### config.mk
export PLATFORM = sky130hd
export DESIGN_NAME = bsfp_guard
export DESIGN_NICKNAME = d
export VERILOG_FILES = /design/src/bsfp_pkg.sv /design/src/bsfp_guard.sv
export VERILOG_INCLUDE_DIRS = /design/src
export SDC_FILE = /design/constraint.sdc
export NUM_CORES = 1
export LEC_CHECK = 0
export BUFFER_PORTS_ARGS = -buffer_cell sky130_fd_sc_hd__buf_2
export CORE_UTILIZATION = 39
export DETAILED_ROUTE_END_ITERATION = 8
export PLACE_DENSITY = 0.82
export RECOVER_POWER = 100
export REMOVE_ABC_BUFFERS = 1
export SLEW_MARGIN = 20
export SYNTH_ARGS = -nofsm -noshare
export SYNTH_HDL_FRONTEND = slang
export SYNTH_SLANG_ARGS = --single-unit
### constraint.sdc
create_clock -name clk_sys -period 1.55 [get_ports clk_sys]
set_input_delay 0.155 -clock clk_sys [delete_from_list [all_inputs] [get_ports clk_sys]]
set_output_delay 0.155 -clock clk_sys [all_outputs]
set_load 0.03 [all_outputs]
### src/bsfp_defines.svh
// constants for the boot section flash protection block
// assumes a 16k-word flash with 64-word pages, byte pointer from the cpu
//
// Contract
// - lock bits program by software or external port; only chip erase restores ones
// - general write lock never gates store-program writes
// - general read/write lock never gates program loads or stores
// - app pair: 10 blocks writes, 00 writes and boot loads, 01 boot loads
// - app modes 3,4 with boot vectors suppress interrupts in app code
// - boot pair: 10 blocks writes, 00 writes and app loads, 01 app loads
// - boot modes 3,4 with app vectors suppress interrupts in boot code
// - reset vector is 0x0000 with fuse one, boot start with fuse zero
// - cpu can never alter any fuse
// - 16-bit pointer: low bits pick word in page, high bits the page
// - target address captured at start, later pointer changes ignored
// - lock-set operation ignores the pointer entirely
// - program load addresses bytes, pointer bit 0 picks the byte
// - buffer word loads accepted in any order within the page
// - store starts programming only when executing from boot section
// - cpu halted for whole operation on the no-read-while-write region
`ifndef BSFP_DEFINES_SVH
`define BSFP_DEFINES_SVH
`define BSFP_WADDR_W     14
`define BSFP_BOOT_START  14'h3c00
`define BSFP_HALT_START  14'h3800
`define BSFP_APP_RESET   14'h0000
`define BSFP_WORD_LSB    1
`define BSFP_WORD_MSB    6
`define BSFP_PAGE_LSB    7
`define BSFP_PAGE_MSB    14
`define BSFP_LOCK_ONES   4'hf
`define BSFP_BLOCKED_RD  8'hff
`define BSFP_LOCK_FIELD_LSB 2
`define BSFP_LOCK_FIELD_MSB 5
`define BSFP_LOAD_WAIT   2'h3
`endif

### src/bsfp_pkg.sv
// types for the boot section flash protection block
// assumes bsfp_defines.svh is compiled alongside
package bsfp_pkg;
  // store-program operation chosen by the cpu
  typedef enum logic [1:0] {
    OP_FILL  = 2'h0,
    OP_ERASE = 2'h1,
    OP_WRITE = 2'h2,
    OP_LOCK  = 2'h3
  } bsfp_op_t;
  // programming sequencer, gray along idle-busy-halt
  typedef enum logic [1:0] {
    ST_IDLE = 2'h0,
    ST_BUSY = 2'h1,
    ST_HALT = 2'h3
  } bsfp_state_t;
endpackage : bsfp_pkg
### src/bsfp_guard.sv
// boot section flash protection: lock decode, store/load gating, reset vector
// assumes cpu strobes on clk_sys; flash macro answers with a done pulse
`include "bsfp_defines.svh"
`timescale 1ns/100ps
module bsfp_guard (
  // clock and reset
  input  wire logic                     clk_sys,
  input  wire logic                     rst_n,
  // cpu execution context
  input  wire logic [`BSFP_WADDR_W-1:0] pcWordAddr,
  input  wire logic                     vectorsInBoot,
  // store-program instruction
  input  wire logic                     storeStrobe,
  input  wire bsfp_pkg::bsfp_op_t       storeOp,
  input  wire logic [7:0]               flashPointerHigh,
  input  wire logic [7:0]               flashPointerLow,
  input  wire logic [15:0]              storeData,
  // program load instruction
  input  wire logic                     lpmStrobe,
  input  wire logic [7:0]               flashReadData,
  // external programming interface and pins
  input  wire logic                     bootResetSelectFuse,
  input  wire logic [3:0]               nvLockBits,
  input  wire logic                     extLockProgram,
  input  wire logic [3:0]               extLockData,
  input  wire logic                     chipErase,
  // flash macro
  input  wire logic                     flashDone,
  output logic                          flashEraseReq,
  output logic                          flashWriteReq,
  output logic [7:0]                    flashPageAddr,
  output logic                          bufWrite,
  output logic [5:0]                    bufWordAddr,
  output logic [15:0]                   bufData,
  output logic [15:0]                   flashReadAddr,
  // answers to the cpu
  output logic [7:0]                    lpmData,
  output logic                          lpmValid,
  output logic                          storeRefused,
  output logic                          cpuHalt,
  output logic                          irqSuppress,
  output logic [`BSFP_WADDR_W-1:0]      resetVector,
  output logic [3:0]                    lockBits
);

  // pin synchronisers, first stage read only by second
  logic       fuseMetaQ, fuseSyncQ;
  logic [3:0] nvMetaQ, nvSyncQ;
  always_ff @(posedge clk_sys or negedge rst_n) begin
    if (!rst_n) begin
      fuseMetaQ <= 1'b1;
      fuseSyncQ <= 1'b1;
      nvMetaQ   <= `BSFP_LOCK_ONES;
      nvSyncQ   <= `BSFP_LOCK_ONES;
    end else begin
      fuseMetaQ <= bootResetSelectFuse;
      fuseSyncQ <= fuseMetaQ;
      nvMetaQ   <= nvLockBits;
      nvSyncQ   <= nvMetaQ;
    end
  end

  // lock bits: nonvolatile copy taken once the synchroniser has settled
  // three copy edges: the second stage only holds the pin value at the third
  logic [1:0] loadCntQ;
  logic       lockReady;
  logic [3:0] lockQ, lockD;
  assign lockReady = (loadCntQ == `BSFP_LOAD_WAIT);

  // pointer and target decode
  logic [15:0]              zPtr;
  logic [`BSFP_WADDR_W-1:0] zWord;
  logic                     execBoot, tgtBoot, tgtHalt;
  assign zPtr     = {flashPointerHigh, flashPointerLow};
  assign zWord    = zPtr[`BSFP_PAGE_MSB:`BSFP_WORD_LSB];
  assign execBoot = (pcWordAddr >= `BSFP_BOOT_START);
  assign tgtBoot  = (zWord >= `BSFP_BOOT_START);
  assign tgtHalt  = (zWord >= `BSFP_HALT_START);

  // lock pair decode; general lock bits never enter these terms
  logic appWrBlk, appRdBlk, bootWrBlk, bootRdBlk;
  assign appWrBlk  = ~lockQ[0]; // low bit programmed blocks writes
  assign appRdBlk  = ~lockQ[1]; // high bit programmed blocks loads
  assign bootWrBlk = ~lockQ[2];
  assign bootRdBlk = ~lockQ[3];

  // store gating: only boot code may program
  logic storeOk, pageOp, wrBlocked, startOp, lockSet, fillOk;
  bsfp_pkg::bsfp_state_t stateQ, stateD;
  assign storeOk   = storeStrobe & execBoot & lockReady;
  assign pageOp    = (storeOp == bsfp_pkg::OP_ERASE) | (storeOp == bsfp_pkg::OP_WRITE);
  assign wrBlocked = tgtBoot ? bootWrBlk : appWrBlk;
  assign startOp   = storeOk & pageOp & ~wrBlocked & (stateQ == bsfp_pkg::ST_IDLE);
  assign lockSet   = storeOk & (storeOp == bsfp_pkg::OP_LOCK); // no pointer term
  assign fillOk    = storeOk & (storeOp == bsfp_pkg::OP_FILL) & (stateQ == bsfp_pkg::ST_IDLE);

  // lock update: program only clears bits, chip erase alone sets them
  always_comb begin
    lockD = lockQ;
    if (!lockReady)
      lockD = nvSyncQ;
    else if (chipErase)
      lockD = `BSFP_LOCK_ONES;
    else begin
      if (lockSet)
        lockD = lockD & storeData[`BSFP_LOCK_FIELD_MSB:`BSFP_LOCK_FIELD_LSB];
      if (extLockProgram)
        lockD = lockD & extLockData;
    end
  end

  always_ff @(posedge clk_sys or negedge rst_n) begin
    if (!rst_n) begin
      loadCntQ <= 2'h0;
      lockQ    <= `BSFP_LOCK_ONES;
    end else begin
      loadCntQ <= lockReady ? loadCntQ : loadCntQ + 2'h1;
      lockQ    <= lockD;
    end
  end
  assign lockBits = lockQ;

  // sequencer: halt only for the region the cpu cannot read
  always_comb begin
    stateD = stateQ;
    unique case (stateQ)
      bsfp_pkg::ST_IDLE:
        if (startOp)
          stateD = tgtHalt ? bsfp_pkg::ST_HALT : bsfp_pkg::ST_BUSY;
      bsfp_pkg::ST_BUSY,
      bsfp_pkg::ST_HALT:
        if (flashDone)
          stateD = bsfp_pkg::ST_IDLE;
      default:
        stateD = bsfp_pkg::ST_IDLE;
    endcase
  end

  // page captured at start so the pointer is free afterwards
  logic [7:0] pageQ;
  logic       eraseQ, writeQ;
  always_ff @(posedge clk_sys or negedge rst_n) begin
    if (!rst_n) begin
      stateQ <= bsfp_pkg::ST_IDLE;
      pageQ  <= 8'h00;
      eraseQ <= 1'b0;
      writeQ <= 1'b0;
    end else begin
      stateQ <= stateD;
      if (startOp)
        pageQ <= zPtr[`BSFP_PAGE_MSB:`BSFP_PAGE_LSB];
      eraseQ <= startOp & (storeOp == bsfp_pkg::OP_ERASE);
      writeQ <= startOp & (storeOp == bsfp_pkg::OP_WRITE);
    end
  end
  assign flashEraseReq = eraseQ;
  assign flashWriteReq = writeQ;
  assign flashPageAddr = pageQ;
  assign cpuHalt       = (stateQ == bsfp_pkg::ST_HALT);

  // buffer fill: word index taken straight from pointer, any order
  logic        bufWrQ, refuseQ;
  logic [5:0]  bufAddrQ;
  logic [15:0] bufDataQ;
  always_ff @(posedge clk_sys or negedge rst_n) begin
    if (!rst_n) begin
      bufWrQ   <= 1'b0;
      bufAddrQ <= 6'h00;
      bufDataQ <= 16'h0000;
      refuseQ  <= 1'b0;
    end else begin
      bufWrQ <= fillOk;
      if (fillOk) begin
        bufAddrQ <= zPtr[`BSFP_WORD_MSB:`BSFP_WORD_LSB];
        bufDataQ <= storeData;
      end
      refuseQ <= storeStrobe & ~(startOp | lockSet | fillOk);
    end
  end
  assign bufWrite     = bufWrQ;
  assign bufWordAddr  = bufAddrQ;
  assign bufData      = bufDataQ;
  assign storeRefused = refuseQ;

  // load gating: cross-section reads only, byte address
  logic rdBlocked;
  assign flashReadAddr = zPtr; // bit 0 picks the byte
  assign rdBlocked = tgtBoot ? (~execBoot & bootRdBlk)
                             : (execBoot & appRdBlk);
  logic [7:0] lpmDataQ;
  logic       lpmValidQ;
  always_ff @(posedge clk_sys or negedge rst_n) begin
    if (!rst_n) begin
      lpmDataQ  <= 8'h00;
      lpmValidQ <= 1'b0;
    end else begin
      lpmValidQ <= lpmStrobe;
      if (lpmStrobe)
        lpmDataQ <= rdBlocked ? `BSFP_BLOCKED_RD : flashReadData;
    end
  end
  assign lpmData  = lpmDataQ;
  assign lpmValid = lpmValidQ;

  // interrupt suppression while running in the locked-away section
  logic irqOff;
  assign irqOff = (vectorsInBoot & ~execBoot & appRdBlk)
                | (~vectorsInBoot & execBoot & bootRdBlk);
  assign irqSuppress = irqOff;

  // reset vector from the fuse; fuse has no cpu write path at all
  logic [`BSFP_WADDR_W-1:0] rstVecQ;
  always_ff @(posedge clk_sys or negedge rst_n) begin
    if (!rst_n)
      rstVecQ <= `BSFP_APP_RESET;
    else
      rstVecQ <= fuseSyncQ ? `BSFP_APP_RESET : `BSFP_BOOT_START;
  end
  assign resetVector = rstVecQ;
endmodule : bsfp_guard

==> metrics.md, run 1 <==
| Metric | Value |
|---|---|
| Outcome | finished, violations left |
| Failing checks | DRC |
| Power Dens Cells | 1220 nW/µm² |
| Ant diodes | 0 |
| Area grow syn2layout | 32.0% |
| H-tree levels | 3 |
| Worst Skew | 12.9 ps |
| Inst Count DP | 418 |
| Worst R2R Start | loadCntQ[0]$_DFFE_PN0P_ |
| DR vias | 2015 |
| Final RePlAce weighted congestion | 0.725 |
| Initial DRC count | 76 |
| Mux cell area share after synthesis | 5.34% |
| Post-synthesis adder-cell area fraction | 2.36% |
| Maximum vdd drop | 0.622 mV |
| Largest family of logic cells by synthesized area | simple AND/OR/NAND/NOR gates |
| WS Path Type | reg -> reg |
| First-pass GRT wire length | 8.67 mm |
| Leak Pwr | 0.00174 µW |
| Largest area contributor in the netlist | dfrtp_1 |
| DR pass1 iterations | 8 |
| Total power | 4280 µW |
| Worst reg2reg endpoint | flashPageAddr[0]$_DFFE_PN0N_ |
| Clk pin slew, worst setup/hold paths | 70 ps |
| Crit share post-route | 94.9% |
| CP Capture Type | register |
| CP cell instances | ha_1 > and2_1 > nand4_1 > nor2_2 > buf_12 > mux2_1 |
| Io pins | 152 |
| RSZ-0062 raised after global routing | false |
| Crit-path max FO | 11 |
| CP startpoint kind | register |
| Slew Limit Fails | 0 |
| Synthesis Warnings | 0 |
| Share of layout cells above drive strength 1 | 30.4% |
| Die Width | 84.4 µm |
| CP max-delay cell | dfrtp_1 |
| Core ar. | 6460 µm² |
| Crit path largest cell delay | 350 ps |
| Pin count of the biggest net entering global routing | 63 |
| Vias in the first global route | 1843 |
| Die area | 7120 µm² |
| CTS tree | built |
| Area post-placement | 3260 µm² |
| DRC Markers | 13 |
| Hold Path End | bufData[10]$_DFFE_PN0P_ |
| Aggregate routed wire length | 5.55 mm |
| Longest Clk Path Bufs | 2 |
| DP HPWL | 3.82 mm |
| Slew at the pin with the worst max-slew slack | 823 ps |
| Routed wire per std cell | 12.5 µm |
| Period minus WS final | 1470 ps |
| Overall routing resource usage | 16.0% |
| Reg2Reg Setup Slack | 80 ps |
| Final instance area | 3500 µm² |
| CTS Buf Count | 9 |
| Maxcap violations | 0 |
| Root Driver | clkbuf_8 |
| Worst Setup SP | loadCntQ[0]$_DFFE_PN0P_ |
| Die H | 84.4 µm |
| Synth Instances | 234 |
| Avg Synthesized Cell Area | 11.3 µm² |
| Cell Area, Synth | 2650 µm² |
| HP Start | storeData[10] |
| Top cells by area, synth | dfrtp_1 (45%), dfstp_2 (14%), nand2_1 (9.5%) |
| Final Hold Vio Count | 0 |
| Initial antenna violation count | 0 |
| DR vias/cell | 4.53 |
| FILL cells | 599 |
| Initial Util | 41.0% |
| Sequential fraction of the synthesis area | 59.3% |
| Antenna viol nets, final | 0 |
| CP Data Required Time | 1770 ps |
| Post-layout nets | 441 |
| Slew headroom | 45.1% |
| Sequential Area | 1570 µm² |
| R2R depth | 6 |
| Yosys cell types | 33 |
| CP arrival | 1690 ps |
| Clock latency on the worst-skew pair | 330 ps |
| XOR/XNOR share of the synthesized area | 0.331% |
| PortBufs | 127 |
| Final setup TNS | 0 ps |
| Top-area cell type share of the netlist area | 45.4% |
| Peak Freq | 0.680 GHz |
| Post-Synth Simple-Gate Area | 15.0% |
| Cell Rows | 29 |
| Area fraction in compound gates after synthesis | 6.57% |
| Gr ovfl total | 0 |
| Setup violators final | 0 |
| Worst hold stages | 3 |
| Area of the multi-input gates | 820 µm² |
| HP Class | in -> reg |
| CTS sink cnt | 62 |
| Non-filler cells, final | 445 |
| Flops & latches, synth | 62 |
==> cells in the mapped netlist <==
master,count
nand2_1,67
dfrtp_1,48
buf_4,31
dfstp_2,14
nor2_1,8
o22a_1,8
mux2_4,7
ha_1,5
inv_1,5
a21oi_1,4
and2_1,4
buf_2,4
o221ai_1,4
nand4_1,3
and4_1,2
clkbuf_1,2
nand3_1,2
a21o_1,1
a32o_1,1
and3_1,1
buf_6,1
conb_1,1
mux2_1,1
mux2_2,1
mux2i_2,1
nand2b_1,1
nand3b_1,1
nand4_2,1
nor2_2,1
nor2b_1,1
o21ai_0,1
o311ai_4,1
xnor2_1,1
==> cells in the final DEF (no fill, tap or decap), drive strengths merged, types with 2 or more instances in the layout <==
cell type	instances
dfstp	14
dlygate4sd3	9
a21oi	4
bufinv	2
inv	5
o22a	8
buf	68
and2	4
nand2	67
and4	2
nand4	4
dfrtp	48
ha	5
nand3	2
mux2	9
o221ai	4
nor2	9
clkinv	2
clkbuf	82
conb	10
==> cell type report <==
| cell class | count | area share, % |
|---|---|---|
| Clock buffer | 12 | 4.44 |
| Multi-Input combinational cell | 138 | 23.4 |
| Clock inverter | 4 | 2.00 |
| Tap cell | 77 | 2.76 |
| Inverter | 5 | 0.537 |
| Sequential cell | 62 | 44.9 |
| Timing Repair Buffer | 147 | 21.9 |
==> state kept, by name (all words and copies together), names as in the netlist <==
| name | cells |
|---|---|
| bufData | 16 |
| flashPageAddr | 8 |
| lpmData | 8 |
| bufWordAddr | 6 |
| lockBits | 4 |
| nvMetaQ | 4 |
| nvSyncQ | 4 |
| loadCntQ | 2 |
| stateQ | 2 |
| bufWrite | 1 |
| flashEraseReq | 1 |
| flashWriteReq | 1 |
| fuseMetaQ | 1 |
| fuseSyncQ | 1 |
| lpmValid | 1 |
| resetVector | 1 |
| storeRefused | 1 |
==> per-stage QoR <==
step / utilization (%) / hold WS [ps] / worst slack, ps
after floorplan: - / -141 / -312
after global placement: 50.5 / 184 / 60.5
after detailed placement: 50.5 / 196 / 39.1
after CTS: 55.3 / 0.0409 / 22.5
after global routing: 54.1 / 13.0 / 5.86
final: 54.1 / 15.2 / 79.4
==> worst max-delay path: cells and delay by family, from the launching register on <==
kind                     cells  cell delay (ps)
AND/OR/NAND/NOR              3              390
flip-flops                   1              350
multiplexers                 1              310
adder cells (fa/ha/maj)      1              160
buffers and inverters        1              160
==> logic make-up (layout without fill, tap and decap cells) <==
logic type / Yosys count / after routing
AND/OR/NAND/NOR: 92 / 92
flip-flops: 62 / 62
buffers and inverters: 43 / 168
AO/OA/AOI/OAI: 20 / 20
multiplexers: 10 / 10
adder cells (fa/ha/maj): 5 / 5
other: 1 / 10
XOR/XNOR: 1 / 1
==> report_power, final <==
group / total [µW] / switching (µW) / internal (µW)
Clock: 1570 / 584 / 989
Sequential: 1870 / 82.6 / 1790
Combinational: 832 / 586 / 247
Total: 4280 / 1250 / 3030
==> worst max-delay path by stage <==
stage / to / slack (ps) / cells past startpoint
finish: flashPageAddr[0]$_DFFE_PN0N_ / 80 / 6
global placement: flashPageAddr[0]$_DFFE_PN0N_ / 60 / 6
floorplan: flashPageAddr[0]$_DFFE_PN0N_ / -310 / 5
global route: flashPageAddr[0]$_DFFE_PN0N_ / 6 / 6
detailed placement: flashPageAddr[0]$_DFFE_PN0N_ / 40 / 6
CTS: lockBits[3]$_DFF_PN1_ / 20 / 6
==> what timing repair did <==
item                                    4_1_cts  5_1_grt
hold buffers                                  9        0
buffers inserted                              0        1
hold endpoints to repair                     56        0
resized for setup                             0        3
endpoints found under the setup margin        0       30
==> metal layers <==
layer	share of wire, %	track usage, %
met2	50	27.3
met3	7.2	4.42
met5	0	0
met1	41	18.6
met4	2.1	8.01
(Power assumes the default switching activity.)
==> run 2, diff against run 1 <==
--- a/config.mk
+++ b/config.mk
@@ -7,9 +7,10 @@
 export NUM_CORES = 1
 export LEC_CHECK = 0
 export BUFFER_PORTS_ARGS = -buffer_cell sky130_fd_sc_hd__buf_2
-export CORE_UTILIZATION = 39
+export CORE_UTILIZATION = 41
+export CTS_BUF_LIST = sky130_fd_sc_hd__clkbuf_8
 export DETAILED_ROUTE_END_ITERATION = 8
-export PLACE_DENSITY = 0.82
+export PLACE_DENSITY = 0.86
 export RECOVER_POWER = 100
 export REMOVE_ABC_BUFFERS = 1
 export SLEW_MARGIN = 20
==> run 2 against run 1 <==
The flow now finishes without violations. Clock power decreased by 8%. Global-route usage rose by 1.2 points. Sequential share of layout area is 0.78 points higher. Routed wire length is 0.38% higher. Worst setup slack lost 15 ps. Sequential power about the same. Final cell count down 1.1%. Flip-flop and latch count is the same. Core utilization is 2.6 points higher. Total power shrank 2.8%. Largest cell class unchanged.
==> metrics.md, run 2 (synthesis gave the netlist of run 1 again) <==
| Metric | Value |
|---|---|
| WS Path Type | reg -> reg |
| Sequential Power Share | 45.1% |
| RSZ-0062 raised after global routing | false |
| Aggregate routed wire length | 5.57 mm |
| Int Pwr | 2860 µW |
| Cell Rows | 28 |
| CP startpoint kind | register |
| R2R depth | 6 |
| Die area | 6780 µm² |
| Clk network pwr share | 34.9% |
| Crit path largest cell delay | 360 ps |
| Initial antenna violation count | 0 |
| Die Width | 82.4 µm |
| Worst R2R Start | loadCntQ[1]$_DFFE_PN0P_ |
| Pin count of the biggest net entering global routing | 63 |
| Leading cell type in the layout, fill and taps excluded | clkbuf_1 |
| Final RePlAce weighted congestion | 0.729 |
| Slew at the pin with the worst max-slew slack | 800 ps |
| Power Dens Cells | 1210 nW/µm² |
| DR vias | 2057 |
| CP Data Required Time | 1760 ps |
| Utilization after layout | 56.7% |
| HP Start | storeData[10] |
| Leak Pwr | 0.00170 µW |
| Crit-path max FO | 10 |
| CP Capture Type | register |
| Gr ovfl total | 0 |
| Maxcap violations | 0 |
| Initial DRC count | 51 |
| Overall routing resource usage | 17.2% |
| Crit share post-route | 95.8% |
| Hold Path End | bufData[10]$_DFFE_PN0P_ |
| Commonest cells after routing, fill and taps aside | clkbuf_1 (68), nand2_1 (67), buf_2 (60) |
| DRC Markers | 0 |
| First-pass GRT wire length | 8.47 mm |
| Switching Power | 1290 µW |
| Die H | 82.4 µm |
| Comb power frac | 20.0% |
| Antenna viol nets, final | 0 |
| Inst Count DP | 415 |
| Ant diodes | 0 |
| Final setup TNS | 0 ps |
| Worst reg2reg endpoint | flashPageAddr[0]$_DFFE_PN0N_ |
| Period minus WS final | 1490 ps |
| DR pass1 iterations | 4 |
| Area post-placement | 3250 µm² |
| CP max-delay cell | dfrtp_1 |
| Final Hold Vio Count | 0 |
| H-tree levels | 3 |
| Clk pin slew, worst setup/hold paths | 80 ps |
| WP buf/inv | 1 |
| Final instance area | 3440 µm² |
| CP arrival | 1700 ps |
| DR vias/cell | 4.68 |
| Top Family by Delay on Critical Path | simple AND/OR/NAND/NOR gates |
| CTS tree | built |
| Maximum vdd drop | 0.593 mV |
| Clock latency on the worst-skew pair | 330 ps |
| Post-layout nets | 438 |
| Reg2Reg Setup Slack | 60 ps |
| Setup violators final | 0 |
| HP Class | in -> reg |
| Io pins | 152 |
| Worst Skew | 10.5 ps |
| Vias in the first global route | 1882 |
| Core ar. | 6060 µm² |
| Area grow syn2layout | 29.8% |
| Root Driver | clkbuf_8 |
| Max FFs per register | 16 |
| PortBufs | 127 |
| DP HPWL | 4.01 mm |
| Initial Util | 43.7% |
| Routed wire per std cell | 12.7 µm |
| Sw frac | 31.1% |
| Peak Freq | 0.673 GHz |
| CTS Buf Count | 9 |
| CTS sink cnt | 62 |
| Outcome | finished, final reports clean |
| Slew Limit Fails | 0 |
| Share of layout cells above drive strength 1 | 31.2% |
| Longest Clk Path Bufs | 2 |
| Setup ws final | 64.4 ps |
| Worst hold stages | 3 |
| Slew headroom | 46.7% |
| Worst slack, placed | 5.45 ps |
| CP cell instances | ha_2 > and2_4 > nand4_1 > nor2_2 > buf_12 > mux2_4 |
| FILL cells | 574 |
| Non-filler cells, final | 440 |
## run 2: metal layers
layer / global-route usage [%] / wire length, µm / part of all wire, % / vias to the layer above
met5: 0 / 0 / 0 / -
met4: 9.12 / 118 / 2.1 / 0
met3: 5.38 / 411 / 7.4 / 16
met2: 29.3 / 2850 / 51 / 97
met1: 19.1 / 2190 / 39 / 965
li1: - / - / - / 979
## run 2: final cells by class
class	instances	area, µm²	area share [%]
repair buffers	144	719	20.9
clock buffers	11	151	4.41
well taps	75	93.8	2.73
clock inverters	5	57.6	1.68
flip-flops and latches	62	1570	45.7
multi-input cells	138	826	24.0
inverters	5	18.8	0.546
## run 2: timing repair
action,4_1_cts,5_1_grt
resized for setup,0,4
hold endpoints to repair,53,1
buffers inserted,0,2
hold buffers,6,1
endpoints found under the setup margin,0,35
## run 2: worst max-delay path by stage
stage / end / startpoint / slack, ps / cells past startpoint
final: flashPageAddr[0]$_DFFE_PN0N_ / loadCntQ[1]$_DFFE_PN0P_ / 60 / 6
after global placement: flashPageAddr[0]$_DFFE_PN0N_ / loadCntQ[0]$_DFFE_PN0P_ / 60 / 6
after floorplan: flashPageAddr[0]$_DFFE_PN0N_ / loadCntQ[0]$_DFFE_PN0P_ / -310 / 5
after global routing: storeRefused$_DFF_PN0_ / loadCntQ[0]$_DFFE_PN0P_ / 4 / 7
after detailed placement: flashPageAddr[0]$_DFFE_PN0N_ / loadCntQ[0]$_DFFE_PN0P_ / 5 / 6
after CTS: flashPageAddr[0]$_DFFE_PN0N_ / loadCntQ[0]$_DFFE_PN0P_ / 3 / 6
## run 2: worst min-delay path: stages
cell and delay [ps]:
buf_2 70, nand2_1 40, nand2_1 50
## run 2: through the flow
stage	total power, µW	hold slack [ps]
after floorplan	2390	-141
after global placement	2750	183
after detailed placement	2780	191
after CTS	4270	1.82
after global routing	4400	5.44
final	4160	19.4
## run 2: power groups by stage
stage	Sequential (µW)	Combinational (µW)	Clock (µW)
floorplan	2200	194	0
global placement	1890	861	0
detailed placement	1900	880	0
CTS	1870	890	1510
global route	1890	906	1590
finish	1870	832	1450
